**src/design/fccs_params.svh**
```systemverilog
/*
 * Constants of the flash charger control sequencer: timing counts,
 * register offsets, field positions and reset values.
 * Assumes a 200 MHz core clock; every timing count is derived from a time.
 */
`ifndef FCCS_PARAMS_SVH
`define FCCS_PARAMS_SVH

// Core clock rate
`define FCCS_CLK_MHZ 200
// Longest on-time and timer off-time, in microseconds
`define FCCS_T_MAX_US 18
`define FCCS_T_MAX_CYC (`FCCS_T_MAX_US * `FCCS_CLK_MHZ)
// Setting decode time after the first programming edge, in microseconds
`define FCCS_SETUP_US 200
`define FCCS_SETUP_CYC (`FCCS_SETUP_US * `FCCS_CLK_MHZ)
// Least off-interval before the output sample is trusted, in nanoseconds
`define FCCS_SAMPLE_NS 200
`define FCCS_SAMPLE_CYC ((`FCCS_SAMPLE_NS * `FCCS_CLK_MHZ + 999) / 1000)
// Highest count of extra programming pulses
`define FCCS_MAX_EXTRA 15

// Register byte offsets
`define FCCS_REG_CTRL 8'h00
`define FCCS_REG_STATUS 8'h04
`define FCCS_REG_SETTING 8'h08
// Control fields and reset values
`define FCCS_CTRL_ALLOW_BIT 0
`define FCCS_CTRL_TIMER_BIT 1
`define FCCS_CTRL_RESET 2'h1
// Status fields
`define FCCS_ST_STATE_LSB 0
`define FCCS_ST_SWITCH_BIT 3
`define FCCS_ST_DONE_BIT 4
`define FCCS_ST_SUPPLY_LOW_LOCKOUT_BIT 5
`define FCCS_ST_TIMER_BIT 6
// Setting fields
`define FCCS_SET_CODE_LSB 0
`define FCCS_SET_PCT_LSB 8

`endif

```
**src/design/fccs_pkg.sv**
```systemverilog
/*
 * Types of the flash charger control sequencer.
 * Assumes nothing beyond a SystemVerilog compiler.
 */
package fccs_pkg;

    // Sequencer states
    typedef enum logic [2:0] {
        ST_STANDBY = 3'b000,
        ST_SETUP   = 3'b001,
        ST_ON      = 3'b010,
        ST_OFF     = 3'b011,
        ST_DONE    = 3'b100,
        ST_BLOCKED = 3'b101
    } fccs_state_t;

endpackage : fccs_pkg

```
**src/design/fccs_sync_if.sv**
```systemverilog
/*
 * Carrier of the synchronised host levels and edges between the input
 * synchroniser and the sequencer. Assumes one clock domain.
 */
interface fccs_sync_if;
    logic charge_lvl;
    logic charge_rise;
    logic flash_trigger_in_lvl;

    modport src (output charge_lvl, output charge_rise, output flash_trigger_in_lvl);
    modport dst (input charge_lvl, input charge_rise, input flash_trigger_in_lvl);
endinterface : fccs_sync_if

```
**src/design/fccs_sync.sv**
```systemverilog
/*
 * Two-stage synchronisers for charge enable and flash trigger, plus the
 * rising-edge detect of charge enable. Assumes asynchronous host pins.
 */
module fccs_sync (
    // Clock, reset, enable
    input wire logic clock,
    input wire logic rstn,
    input wire logic ce,
    // Host pins
    input wire logic charge_en_in,
    input wire logic flash_trigger_in,
    // Synchronised side
    fccs_sync_if.src sync
);
    logic [2:0] chg_r, chg_nxt;
    logic [1:0] trg_r, trg_nxt;
    logic rise_r, rise_nxt;

    // Edge taken between stages two and three, never on the first stage
    always_comb begin
        chg_nxt = chg_r;
        trg_nxt = trg_r;
        rise_nxt = rise_r;
        if (ce) begin
            chg_nxt = {chg_r[1:0], charge_en_in};
            trg_nxt = {trg_r[0], flash_trigger_in};
            rise_nxt = chg_r[1] & ~chg_r[2];
        end
    end

    always_ff @(posedge clock) begin
        if (!rstn) begin
            chg_r <= 3'h0;
            trg_r <= 2'h0;
            rise_r <= 1'b0;
        end else begin
            chg_r <= chg_nxt;
            trg_r <= trg_nxt;
            rise_r <= rise_nxt;
        end
    end

    // Level aligned with the registered edge
    assign sync.charge_lvl = chg_r[2];
    assign sync.charge_rise = rise_r;
    assign sync.flash_trigger_in_lvl = trg_r[1];
endmodule : fccs_sync

```
**src/design/fccs_pct_rom.sv**
```systemverilog
/*
 * Peak current percentage table, one entry per extra programming pulse.
 * Read data is registered; one cycle from address to data.
 */
module fccs_pct_rom (
    // Clock, reset, enable
    input wire logic clock,
    input wire logic rstn,
    input wire logic ce,
    // Lookup
    input wire logic [3:0] addr,
    output logic [6:0] pct_r
);
    logic [6:0] pct_nxt;

    // Percent of the full 1.5 A limit
    function automatic logic [6:0] fccs_pct(input logic [3:0] code);
        case (code)
            4'h0: fccs_pct = 7'h64;
            4'h1: fccs_pct = 7'h5F;
            4'h2: fccs_pct = 7'h5A;
            4'h3: fccs_pct = 7'h56;
            4'h4: fccs_pct = 7'h51;
            4'h5: fccs_pct = 7'h4C;
            4'h6: fccs_pct = 7'h47;
            4'h7: fccs_pct = 7'h43;
            4'h8: fccs_pct = 7'h3E;
            4'h9: fccs_pct = 7'h39;
            4'hA: fccs_pct = 7'h34;
            4'hB: fccs_pct = 7'h30;
            4'hC: fccs_pct = 7'h2B;
            4'hD: fccs_pct = 7'h26;
            4'hE: fccs_pct = 7'h21;
            default: fccs_pct = 7'h1D;
        endcase
    endfunction : fccs_pct

    // Table read
    always_comb begin
        pct_nxt = ce ? fccs_pct(addr) : pct_r;
    end

    always_ff @(posedge clock) begin
        if (!rstn) begin
            pct_r <= 7'h64;
        end else begin
            pct_r <= pct_nxt;
        end
    end
endmodule : fccs_pct_rom

```
**src/design/fccs_sequencer.sv**
```systemverilog
/*
 * Flash charger control sequencer: charge start/stop, setting decode,
 * on/off-time control, completion flag, strobe drive and a Wishbone
 * register slave. Assumes analog comparators arrive as synchronous levels
 * and that the host keeps to the programming pulse timing.
 */
`include "fccs_params.svh"

// Behaviour
// - Rising enable starts charging unless supply low; the code also blocks it when the control allow bit is clear
// - Output trip stops switching
// - Restart only on new rising enable
// - Enable low means standby, no switching
// - Edge during lockout ignored, await next edge
// - Strobe drive follows trigger level
// - Completion flag low when done, enable high
// - Full current default, fifteen lower steps
// - Current limit hit turns switch off
// - Next cycle at flux reset or timeout
// - On-time capped at 18 us
// - Low output uses fixed 18 us off-time
// - 200 us decode before current ramps
// - Output sampled after 200 ns off-time
// - First edge starts decoder, sixteen edges counted
// - Setting held while high, low resets
// - Extra pulses map to descending percentages
// - Flag released while charging or enable low
module fccs_sequencer #(
    parameter int TMAX_CYC = `FCCS_T_MAX_CYC,
    parameter int SETUP_CYC = `FCCS_SETUP_CYC,
    parameter int SAMPLE_CYC = `FCCS_SAMPLE_CYC
) (
    // Clock, reset, enable
    input wire logic clock,
    input wire logic rstn,
    input wire logic ce,
    // Host pins
    input wire logic charge_en_in,
    input wire logic flash_trigger_in,
    output logic done_out_r,
    output logic done_oe_n_r,
    output logic strobe_drive_r,
    // Analog comparators and supply
    input wire logic supply_low_lockout,
    input wire logic switch_current_limit,
    input wire logic output_trip_level,
    input wire logic flux_reset,
    input wire logic output_below_fast,
    // Power stage
    output logic switch_on_r,
    output logic [3:0] peak_current_setting_r,
    output logic [6:0] peak_current_pct_r,
    // Wishbone slave
    input wire logic wb_cyc_i,
    input wire logic wb_stb_i,
    input wire logic wb_we_i,
    input wire logic [7:0] wb_adr_i,
    input wire logic [3:0] wb_sel_i,
    input wire logic [31:0] wb_dat_i,
    output logic [31:0] wb_dat_o,
    output logic wb_ack_o
);
    localparam logic [15:0] TMAX_LAST = 16'(TMAX_CYC - 1);
    localparam logic [15:0] SETUP_LAST = 16'(SETUP_CYC - 1);
    localparam logic [15:0] SAMPLE_MIN = 16'(SAMPLE_CYC);

    fccs_sync_if sync_if ();
    fccs_pkg::fccs_state_t state_r, state_nxt;
    logic [15:0] cnt_r, cnt_nxt;
    logic [3:0] pulses_r, pulses_nxt;
    logic [3:0] setting_nxt;
    logic switch_nxt, done_oe_n_nxt, strobe_nxt;
    logic [1:0] ctrl_r, ctrl_nxt;
    logic [31:0] rdata_nxt;
    logic ack_nxt;
    logic timer_mode, sample_ok, allow;

    // Host inputs cross into the clock domain first
    fccs_sync u_sync (
        .clock(clock),
        .rstn(rstn),
        .ce(ce),
        .charge_en_in(charge_en_in),
        .flash_trigger_in(flash_trigger_in),
        .sync(sync_if.src)
    );

    // Percentage lookup follows the live setting
    fccs_pct_rom u_rom (
        .clock(clock),
        .rstn(rstn),
        .ce(ce),
        .addr(peak_current_setting_r),
        .pct_r(peak_current_pct_r)
    );

    // Mode and sample qualifiers
    assign timer_mode = output_below_fast | ctrl_r[`FCCS_CTRL_TIMER_BIT];
    assign sample_ok = (cnt_r >= SAMPLE_MIN);
    assign allow = ctrl_r[`FCCS_CTRL_ALLOW_BIT] & ~supply_low_lockout;

    // Sequencer next state; the counter times setup, on and off intervals
    always_comb begin
        state_nxt = state_r;
        cnt_nxt = cnt_r;
        pulses_nxt = pulses_r;
        setting_nxt = peak_current_setting_r;
        case (state_r)
            fccs_pkg::ST_STANDBY: begin
                setting_nxt = 4'h0;
                pulses_nxt = 4'h0;
                cnt_nxt = 16'h0000;
                if (sync_if.charge_rise) begin
                    state_nxt = allow ? fccs_pkg::ST_SETUP : fccs_pkg::ST_BLOCKED;
                end
            end
            fccs_pkg::ST_SETUP: begin
                // Short lows between pulses must not abort decoding
                cnt_nxt = cnt_r + 16'h0001;
                if (sync_if.charge_rise && pulses_r != 4'(`FCCS_MAX_EXTRA)) begin
                    pulses_nxt = pulses_r + 4'h1;
                end
                if (cnt_r == SETUP_LAST) begin
                    cnt_nxt = 16'h0000;
                    setting_nxt = pulses_nxt;
                    state_nxt = sync_if.charge_lvl ? fccs_pkg::ST_ON : fccs_pkg::ST_STANDBY;
                end
            end
            fccs_pkg::ST_ON: begin
                cnt_nxt = cnt_r + 16'h0001;
                if (switch_current_limit || cnt_r == TMAX_LAST) begin
                    cnt_nxt = 16'h0000;
                    state_nxt = fccs_pkg::ST_OFF;
                end
            end
            fccs_pkg::ST_OFF: begin
                cnt_nxt = cnt_r + 16'h0001;
                if (sample_ok && output_trip_level) begin
                    state_nxt = fccs_pkg::ST_DONE;
                end else if (cnt_r == TMAX_LAST || (!timer_mode && sample_ok && flux_reset)) begin
                    cnt_nxt = 16'h0000;
                    state_nxt = fccs_pkg::ST_ON;
                end
            end
            fccs_pkg::ST_DONE: begin
                cnt_nxt = 16'h0000; // Leaves only through standby
            end
            fccs_pkg::ST_BLOCKED: begin
                cnt_nxt = 16'h0000; // Waits for enable low then a new edge
            end
            default: begin
                state_nxt = fccs_pkg::ST_STANDBY;
            end
        endcase
        // Supply loss mid-session needs a fresh edge to resume
        if ((state_r == fccs_pkg::ST_ON || state_r == fccs_pkg::ST_OFF) && supply_low_lockout) begin
            state_nxt = fccs_pkg::ST_BLOCKED;
        end
        // Enable low ends any session outside the decode window
        if (!sync_if.charge_lvl && state_r != fccs_pkg::ST_SETUP) begin
            state_nxt = fccs_pkg::ST_STANDBY;
        end
        if (!ce) begin
            state_nxt = state_r;
            cnt_nxt = cnt_r;
            pulses_nxt = pulses_r;
            setting_nxt = peak_current_setting_r;
        end
    end

    // Switch and flag outputs derived from the coming state so they align with it; strobe from the trigger level
    always_comb begin
        switch_nxt = (state_nxt == fccs_pkg::ST_ON);
        done_oe_n_nxt = ~(state_nxt == fccs_pkg::ST_DONE && sync_if.charge_lvl);
        strobe_nxt = sync_if.flash_trigger_in_lvl;
        if (!ce) begin
            switch_nxt = switch_on_r;
            done_oe_n_nxt = done_oe_n_r;
            strobe_nxt = strobe_drive_r;
        end
    end

    always_ff @(posedge clock) begin
        if (!rstn) begin
            state_r <= fccs_pkg::ST_STANDBY;
            cnt_r <= 16'h0000;
            pulses_r <= 4'h0;
            peak_current_setting_r <= 4'h0;
            switch_on_r <= 1'b0;
            done_oe_n_r <= 1'b1;
            done_out_r <= 1'b0;
            strobe_drive_r <= 1'b0;
        end else begin
            state_r <= state_nxt;
            cnt_r <= cnt_nxt;
            pulses_r <= pulses_nxt;
            peak_current_setting_r <= setting_nxt;
            switch_on_r <= switch_nxt;
            done_oe_n_r <= done_oe_n_nxt;
            done_out_r <= 1'b0; // Open drain only ever pulls low
            strobe_drive_r <= strobe_nxt;
        end
    end

    // Wishbone slave: ack one cycle after the request, dropped the next
    always_comb begin
        ctrl_nxt = ctrl_r;
        rdata_nxt = wb_dat_o;
        ack_nxt = 1'b0;
        if (ce && wb_cyc_i && wb_stb_i && !wb_ack_o) begin
            ack_nxt = 1'b1;
            rdata_nxt = 32'h0000_0000; // Unmapped reads return zero
            if (!wb_we_i) begin
                case (wb_adr_i)
                    `FCCS_REG_CTRL: rdata_nxt[1:0] = ctrl_r;
                    `FCCS_REG_STATUS: begin
                        rdata_nxt[`FCCS_ST_STATE_LSB +: 3] = state_r;
                        rdata_nxt[`FCCS_ST_SWITCH_BIT] = switch_on_r;
                        rdata_nxt[`FCCS_ST_DONE_BIT] = ~done_oe_n_r;
                        rdata_nxt[`FCCS_ST_SUPPLY_LOW_LOCKOUT_BIT] = supply_low_lockout;
                        rdata_nxt[`FCCS_ST_TIMER_BIT] = timer_mode;
                    end
                    `FCCS_REG_SETTING: begin
                        rdata_nxt[`FCCS_SET_CODE_LSB +: 4] = peak_current_setting_r;
                        rdata_nxt[`FCCS_SET_PCT_LSB +: 7] = peak_current_pct_r;
                    end
                    default: rdata_nxt = 32'h0000_0000;
                endcase
            end
        end else if (!ce) begin
            ack_nxt = wb_ack_o;
        end
        // Write lands on the edge where the master sees ack
        if (ce && wb_cyc_i && wb_stb_i && wb_we_i && wb_ack_o) begin
            if (wb_adr_i == `FCCS_REG_CTRL && wb_sel_i[0]) begin
                ctrl_nxt = wb_dat_i[1:0];
            end
        end
    end

    always_ff @(posedge clock) begin
        if (!rstn) begin
            ctrl_r <= `FCCS_CTRL_RESET;
            wb_dat_o <= 32'h0000_0000;
            wb_ack_o <= 1'b0;
        end else begin
            ctrl_r <= ctrl_nxt;
            wb_dat_o <= rdata_nxt;
            wb_ack_o <= ack_nxt;
        end
    end

    // Checks on the sequencer
    a_start_on_edge: assert property (@(posedge clock) disable iff (!rstn || !ce)
        state_r == fccs_pkg::ST_STANDBY && sync_if.charge_rise && allow |=> state_r == fccs_pkg::ST_SETUP)
        else $error("rising enable did not start decode");
    a_lockout_blocks: assert property (@(posedge clock) disable iff (!rstn || !ce)
        state_r == fccs_pkg::ST_STANDBY && sync_if.charge_rise && supply_low_lockout
        |=> state_r == fccs_pkg::ST_BLOCKED ##1 !switch_on_r)
        else $error("edge during lockout started charging");
    a_low_standby: assert property (@(posedge clock) disable iff (!rstn || !ce)
        !sync_if.charge_lvl && state_r != fccs_pkg::ST_SETUP |=> state_r == fccs_pkg::ST_STANDBY && !switch_on_r)
        else $error("enable low did not halt switching");
    a_trip_stops: assert property (@(posedge clock) disable iff (!rstn || !ce)
        state_r == fccs_pkg::ST_OFF && sample_ok && output_trip_level && sync_if.charge_lvl && !supply_low_lockout
        |=> state_r == fccs_pkg::ST_DONE && !switch_on_r && !done_oe_n_r)
        else $error("trip did not stop switching");
    a_strobe_follows: assert property (@(posedge clock) disable iff (!rstn || !ce)
        strobe_drive_r == $past(sync_if.flash_trigger_in_lvl))
        else $error("strobe drive does not follow trigger");
    a_flag_released: assert property (@(posedge clock) disable iff (!rstn)
        (state_r == fccs_pkg::ST_ON || state_r == fccs_pkg::ST_OFF || state_r == fccs_pkg::ST_STANDBY) |-> done_oe_n_r)
        else $error("completion flag low while not done");
    a_limit_off: assert property (@(posedge clock) disable iff (!rstn || !ce)
        state_r == fccs_pkg::ST_ON && switch_current_limit |=> !switch_on_r)
        else $error("current limit did not open switch");
    a_on_bounded: assert property (@(posedge clock) disable iff (!rstn)
        state_r == fccs_pkg::ST_ON |-> cnt_r <= TMAX_LAST)
        else $error("on-time exceeded its cap");
    a_off_min: assert property (@(posedge clock) disable iff (!rstn || !ce)
        state_r == fccs_pkg::ST_OFF && cnt_r < SAMPLE_MIN |=> state_r != fccs_pkg::ST_ON && state_r != fccs_pkg::ST_DONE)
        else $error("off-interval shorter than sample time");
    a_setup_quiet: assert property (@(posedge clock) disable iff (!rstn)
        state_r == fccs_pkg::ST_SETUP |-> !switch_on_r && cnt_r <= SETUP_LAST)
        else $error("switch on during setting decode");
    a_setting_reset: assert property (@(posedge clock) disable iff (!rstn || !ce)
        state_r == fccs_pkg::ST_STANDBY |=> peak_current_setting_r == 4'h0)
        else $error("setting kept through enable low");
endmodule : fccs_sequencer

```
**config.mk**
```make
export PLATFORM = sky130hd
export DESIGN_NAME = fccs_sequencer
export DESIGN_NICKNAME = d
export VERILOG_FILES = /design/src/design/fccs_pkg.sv /design/src/design/fccs_sync_if.sv /design/src/design/fccs_sync.sv /design/src/design/fccs_pct_rom.sv /design/src/design/fccs_sequencer.sv
export VERILOG_INCLUDE_DIRS = /design/src /design/src/design
export SDC_FILE = /design/constraint.sdc
export NUM_CORES = 1
export LEC_CHECK = 0
export ABC_AREA = 0
export CAP_MARGIN = 10
export CORE_MARGIN = 3
export CORE_UTILIZATION = 40
export CTS_BUF_LIST = sky130_fd_sc_hd__clkbuf_8 sky130_fd_sc_hd__clkbuf_16
export CTS_CLUSTER_DIAMETER = 120
export DETAILED_ROUTE_END_ITERATION = 8
export DONT_BUFFER_PORTS = 1
export PLACE_DENSITY = 0.5
export SKIP_CTS_REPAIR_TIMING = 1
export SLEW_MARGIN = 20
export SYNTH_ARGS = -nofsm -noshare
export SYNTH_HDL_FRONTEND = slang
export SYNTH_SLANG_ARGS = --single-unit
```
**constraint.sdc**
```tcl
create_clock -name clock -period 3.2 [get_ports clock]
set_input_delay 0 -clock clock [delete_from_list [all_inputs] [get_ports clock]]
set_output_delay 0 -clock clock [all_outputs]
set_load 0.01 [all_outputs]
```
==> flow_metrics.env <==
export IMPL_path_class="reg2reg"
export IMPL_globalRouteTotalUtil=0.175
export IMPL_max_cap_viol_count=0
export IMPL_cell_area_after_synthesis_sq_um=3310
export IMPL_hold_viol_final=4
export IMPL_via_count_of_the_first_global_routing_pass=2436
export IMPL_synth_seq_area_share=0.363
export IMPL_power_net_switching_mw=0.366
export IMPL_core_area_sq_um=7890
export IMPL_synth_ff_latch_count=60
export IMPL_reg2reg_from="state_r[1]$_SDFF_PN0_"
export IMPL_cell_internal_pwr_mw=1.28
export IMPL_ys_warnings_count=0
export IMPL_fmax_mhz=415
export IMPL_io_pins=105
export IMPL_placed_cells=489
export IMPL_startpoint_type="register"
export IMPL_clockRootBuffer="sky130_fd_sc_hd__clkbuf_8"
export IMPL_final_nets=475
export IMPL_timing_setup_tns_ps=0
export IMPL_layout_area_seq_sq_um=1200
export IMPL_number_of_max_slew_violations_in_the_final_report=0
export IMPL_slew_of_the_pin_with_the_lowest_slew_margin_ps=784
export IMPL_clk_pin_slew_ps=70
export IMPL_grt_antenna_before_repair=0
export IMPL_asyncSetResetFlopFracSynth=0
export IMPL_detail_route_first_pass_iterations=5
export IMPL_starting_density_of_the_core=0.419
export IMPL_antenna_diode_count=0
export IMPL_pwr_share_seq=0.462
export IMPL_synth_edff_count=0
export IMPL_slew_limit_headroom=0.473
export IMPL_power_frac_clock=0.490
export IMPL_result_of_the_run="finished, violations left"
export IMPL_globalRoute_busiestLayer="met1"
export IMPL_setup_slack_ps=789
export IMPL_final_fill_count=767
export IMPL_crit_fanout=15
export IMPL_design_die_area_sq_um=9390
export IMPL_grt_pass1_wl_um=13400
export IMPL_swShare=0.222
export IMPL_synth_cell_type_count=58
export IMPL_dpl_hpwl_um=5710
export IMPL_grt_use_met1=0.270
export IMPL_peakVddDrop_v=0.000228
export IMPL_layout_drive_gt1_share=0.0678
export IMPL_wl_per_cell_um=16.4
export IMPL_gpl_final_weighted_congestion=0.860
export IMPL_setup_repair_after_global_routing_missed_its_margin="no"
export IMPL_detail_route_wirelength_um=8470
export IMPL_hold_worst_slack_ps=-11.2
export IMPL_groute_layer_met2_usage=0.228
export IMPL_clock_skew_ps=6.20
export IMPL_leakage_nw=1.36
export IMPL_violations="hold timing"
export IMPL_place_ws_ps=825
export IMPL_timing_hold_worst_start="wb_adr_i[3]"
export IMPL_design_power_total_mw=1.65
export IMPL_hp_class="in2reg"
export IMPL_drc=0
export IMPL_multi_input_comb_area_sq_um=1880
export IMPL_die_h_um=96.9
export IMPL_clock_sinks=60
export IMPL_vias_per_cell=5.56
export IMPL_floorplan_row_count=32
export IMPL_pwr_density_cell_nw_per_um2=452
export IMPL_detail_route_iter0_violations=186
export IMPL_synthesis_instances=407
export IMPL_ctsLongestPathBuffers=2
export IMPL_clock_tree_from_tritoncts="yes"
export IMPL_numCtsBuffers=9
export IMPL_synthToLayoutAreaGrowth_pct=10.1
export IMPL_ant_nets=0
export IMPL_r2r_slack_ps=790
export IMPL_critPathArrivalTime_ps=2670
export IMPL_final_design_area_no_fill_sq_um=3640
export IMPL_met3_usage=0.0440
export IMPL_worstRegToRegCells=6
export IMPL_final_period_minus_worst_setup_slack_ps=2410
export IMPL_worst_ep_required_ps=3460
export IMPL_grt_ovfl_total=0
export IMPL_die_extent_in_x_um=96.9
export IMPL_ys_dominant_reg_cell="sky130_fd_sc_hd__dfxtp_1"
export IMPL_dr_total_vias=2861
export IMPL_r2r_end="cnt_r[5]$_SDFFE_PN0P_"
export IMPL_setup_viol=0
export IMPL_post_dp_cell_area_sq_um=3290
export IMPL_critPathCaptureType="register"
export IMPL_grt_start_max_net_pins=42
export IMPL_port_buffers=0
export IMPL_final_instance_count_excl_fill=515
export IMPL_final_cycle_utilization_of_the_critical_path=0.753
export IMPL_power_share_combinational=0.047
export IMPL_whs_path_depth=3
export IMPL_postSynthAreaPerCell_sq_um=8.12
export IMPL_final_standard_cell_utilization_of_the_core=0.461
export IMPL_insertion_delay_ps=330
export IMPL_cts_htree_levels=3
export IMPL_worst_hold_path_endpoint="wb_dat_o[1]$_SDFFE_PN0P_"
critical path, cell delays in order, from the launching register on:
cell and delay, ps:
sky130_fd_sc_hd__dfxtp_1 640, sky130_fd_sc_hd__nand2b_1 190, sky130_fd_sc_hd__o311a_1 320, sky130_fd_sc_hd__a211o_1 360, sky130_fd_sc_hd__a211oi_4 520, sky130_fd_sc_hd__a21oi_1 120, sky130_fd_sc_hd__o22ai_1 170
power by group through the flow:
stage          clock (mW)  combinational (mW)  sequential (mW)
6_report            0.807              0.0780            0.761
5_1_grt             0.869              0.0868            0.761
4_1_cts             0.829              0.0577            0.761
3_5_place_dp            0              0.0575            0.778
3_3_place_gp            0              0.0576            0.778
2_1_floorplan           0              0.0727            0.775
cells in the mapped netlist (all sizes together), types with 12 or more instances:
master,n,area [sq um]
a22oi,12,90.1
mux2i,15,150
nor2,51,191
inv,15,56.3
nand3,14,70.1
buf,23,166
nand2,42,158
dfxtp,60,1200
clkbuf,17,63.8
o21ai,21,105
a21oi,19,95.1
logic make-up after synthesis:
group | count (synthesis) | share of synthesized area
multiplexers | 17 | 0.0522
AND/OR/NAND/NOR | 166 | 0.259
AO/OA/AOI/OAI | 91 | 0.184
other | 1 | 0.00113
flip-flops | 60 | 0.363
buffers and inverters | 56 | 0.0878
XOR/XNOR | 7 | 0.0185
adder cells (fa/ha/maj) | 9 | 0.0341
routing by layer:
layer,wire length (um),vias up
met1,4370,1332
li1,-,1426
met4,91,0
met3,578,8
met5,0,-
met2,3430,95
placed cells by master, fill, tap and decap left out, types with 8 or more instances in the layout:
cell / n
sky130_fd_sc_hd__mux2i_1: 15
sky130_fd_sc_hd__a22oi_1: 12
sky130_fd_sc_hd__dfxtp_1: 60
sky130_fd_sc_hd__dlygate4sd3_1: 10
sky130_fd_sc_hd__a21oi_1: 19
sky130_fd_sc_hd__clkbuf_8: 12
sky130_fd_sc_hd__and2_1: 8
sky130_fd_sc_hd__inv_1: 15
sky130_fd_sc_hd__o21ai_0: 20
sky130_fd_sc_hd__nand2_1: 42
sky130_fd_sc_hd__conb_1: 19
sky130_fd_sc_hd__nand3_1: 14
sky130_fd_sc_hd__nor2_1: 51
sky130_fd_sc_hd__ha_1: 9
final cells by class:
| cell class | instances | area share |
|---|---|---|
| multi-input combinational | 309 | 0.517 |
| sequential | 60 | 0.330 |
| clock buffer | 12 | 0.0454 |
| timing repair buffer | 13 | 0.0371 |
| tap | 102 | 0.0351 |
| clock inverter | 3 | 0.0189 |
| inverter | 16 | 0.0165 |
sequential cells by signal, summed over array words and instances (netlist names), 2 cells and up:
signal                  flops
u_sync.trg_r                2
u_sync.chg_r                3
peak_current_setting_r      4
ctrl_r                      2
wb_dat_o                   14
u_rom.pct_r                 7
state_r                     3
cnt_r                      16
pulses_r                    4
worst max-delay path by stage:
| stage | startpoint | to | slack (ps) |
|---|---|---|---|
| 2_1_floorplan | cnt_r[0]$_SDFFE_PN0P_ | cnt_r[14]$_SDFFE_PN0P_ | 1020 |
| 3_3_place_gp | cnt_r[0]$_SDFFE_PN0P_ | cnt_r[14]$_SDFFE_PN0P_ | 840 |
| 3_5_place_dp | cnt_r[0]$_SDFFE_PN0P_ | cnt_r[14]$_SDFFE_PN0P_ | 820 |
| 4_1_cts | cnt_r[0]$_SDFFE_PN0P_ | cnt_r[14]$_SDFFE_PN0P_ | 800 |
| 5_1_grt | state_r[1]$_SDFF_PN0_ | cnt_r[15]$_SDFFE_PN0P_ | 600 |
| 6_report | state_r[1]$_SDFF_PN0_ | cnt_r[5]$_SDFFE_PN0P_ | 790 |
(Power assumes the default switching activity.)
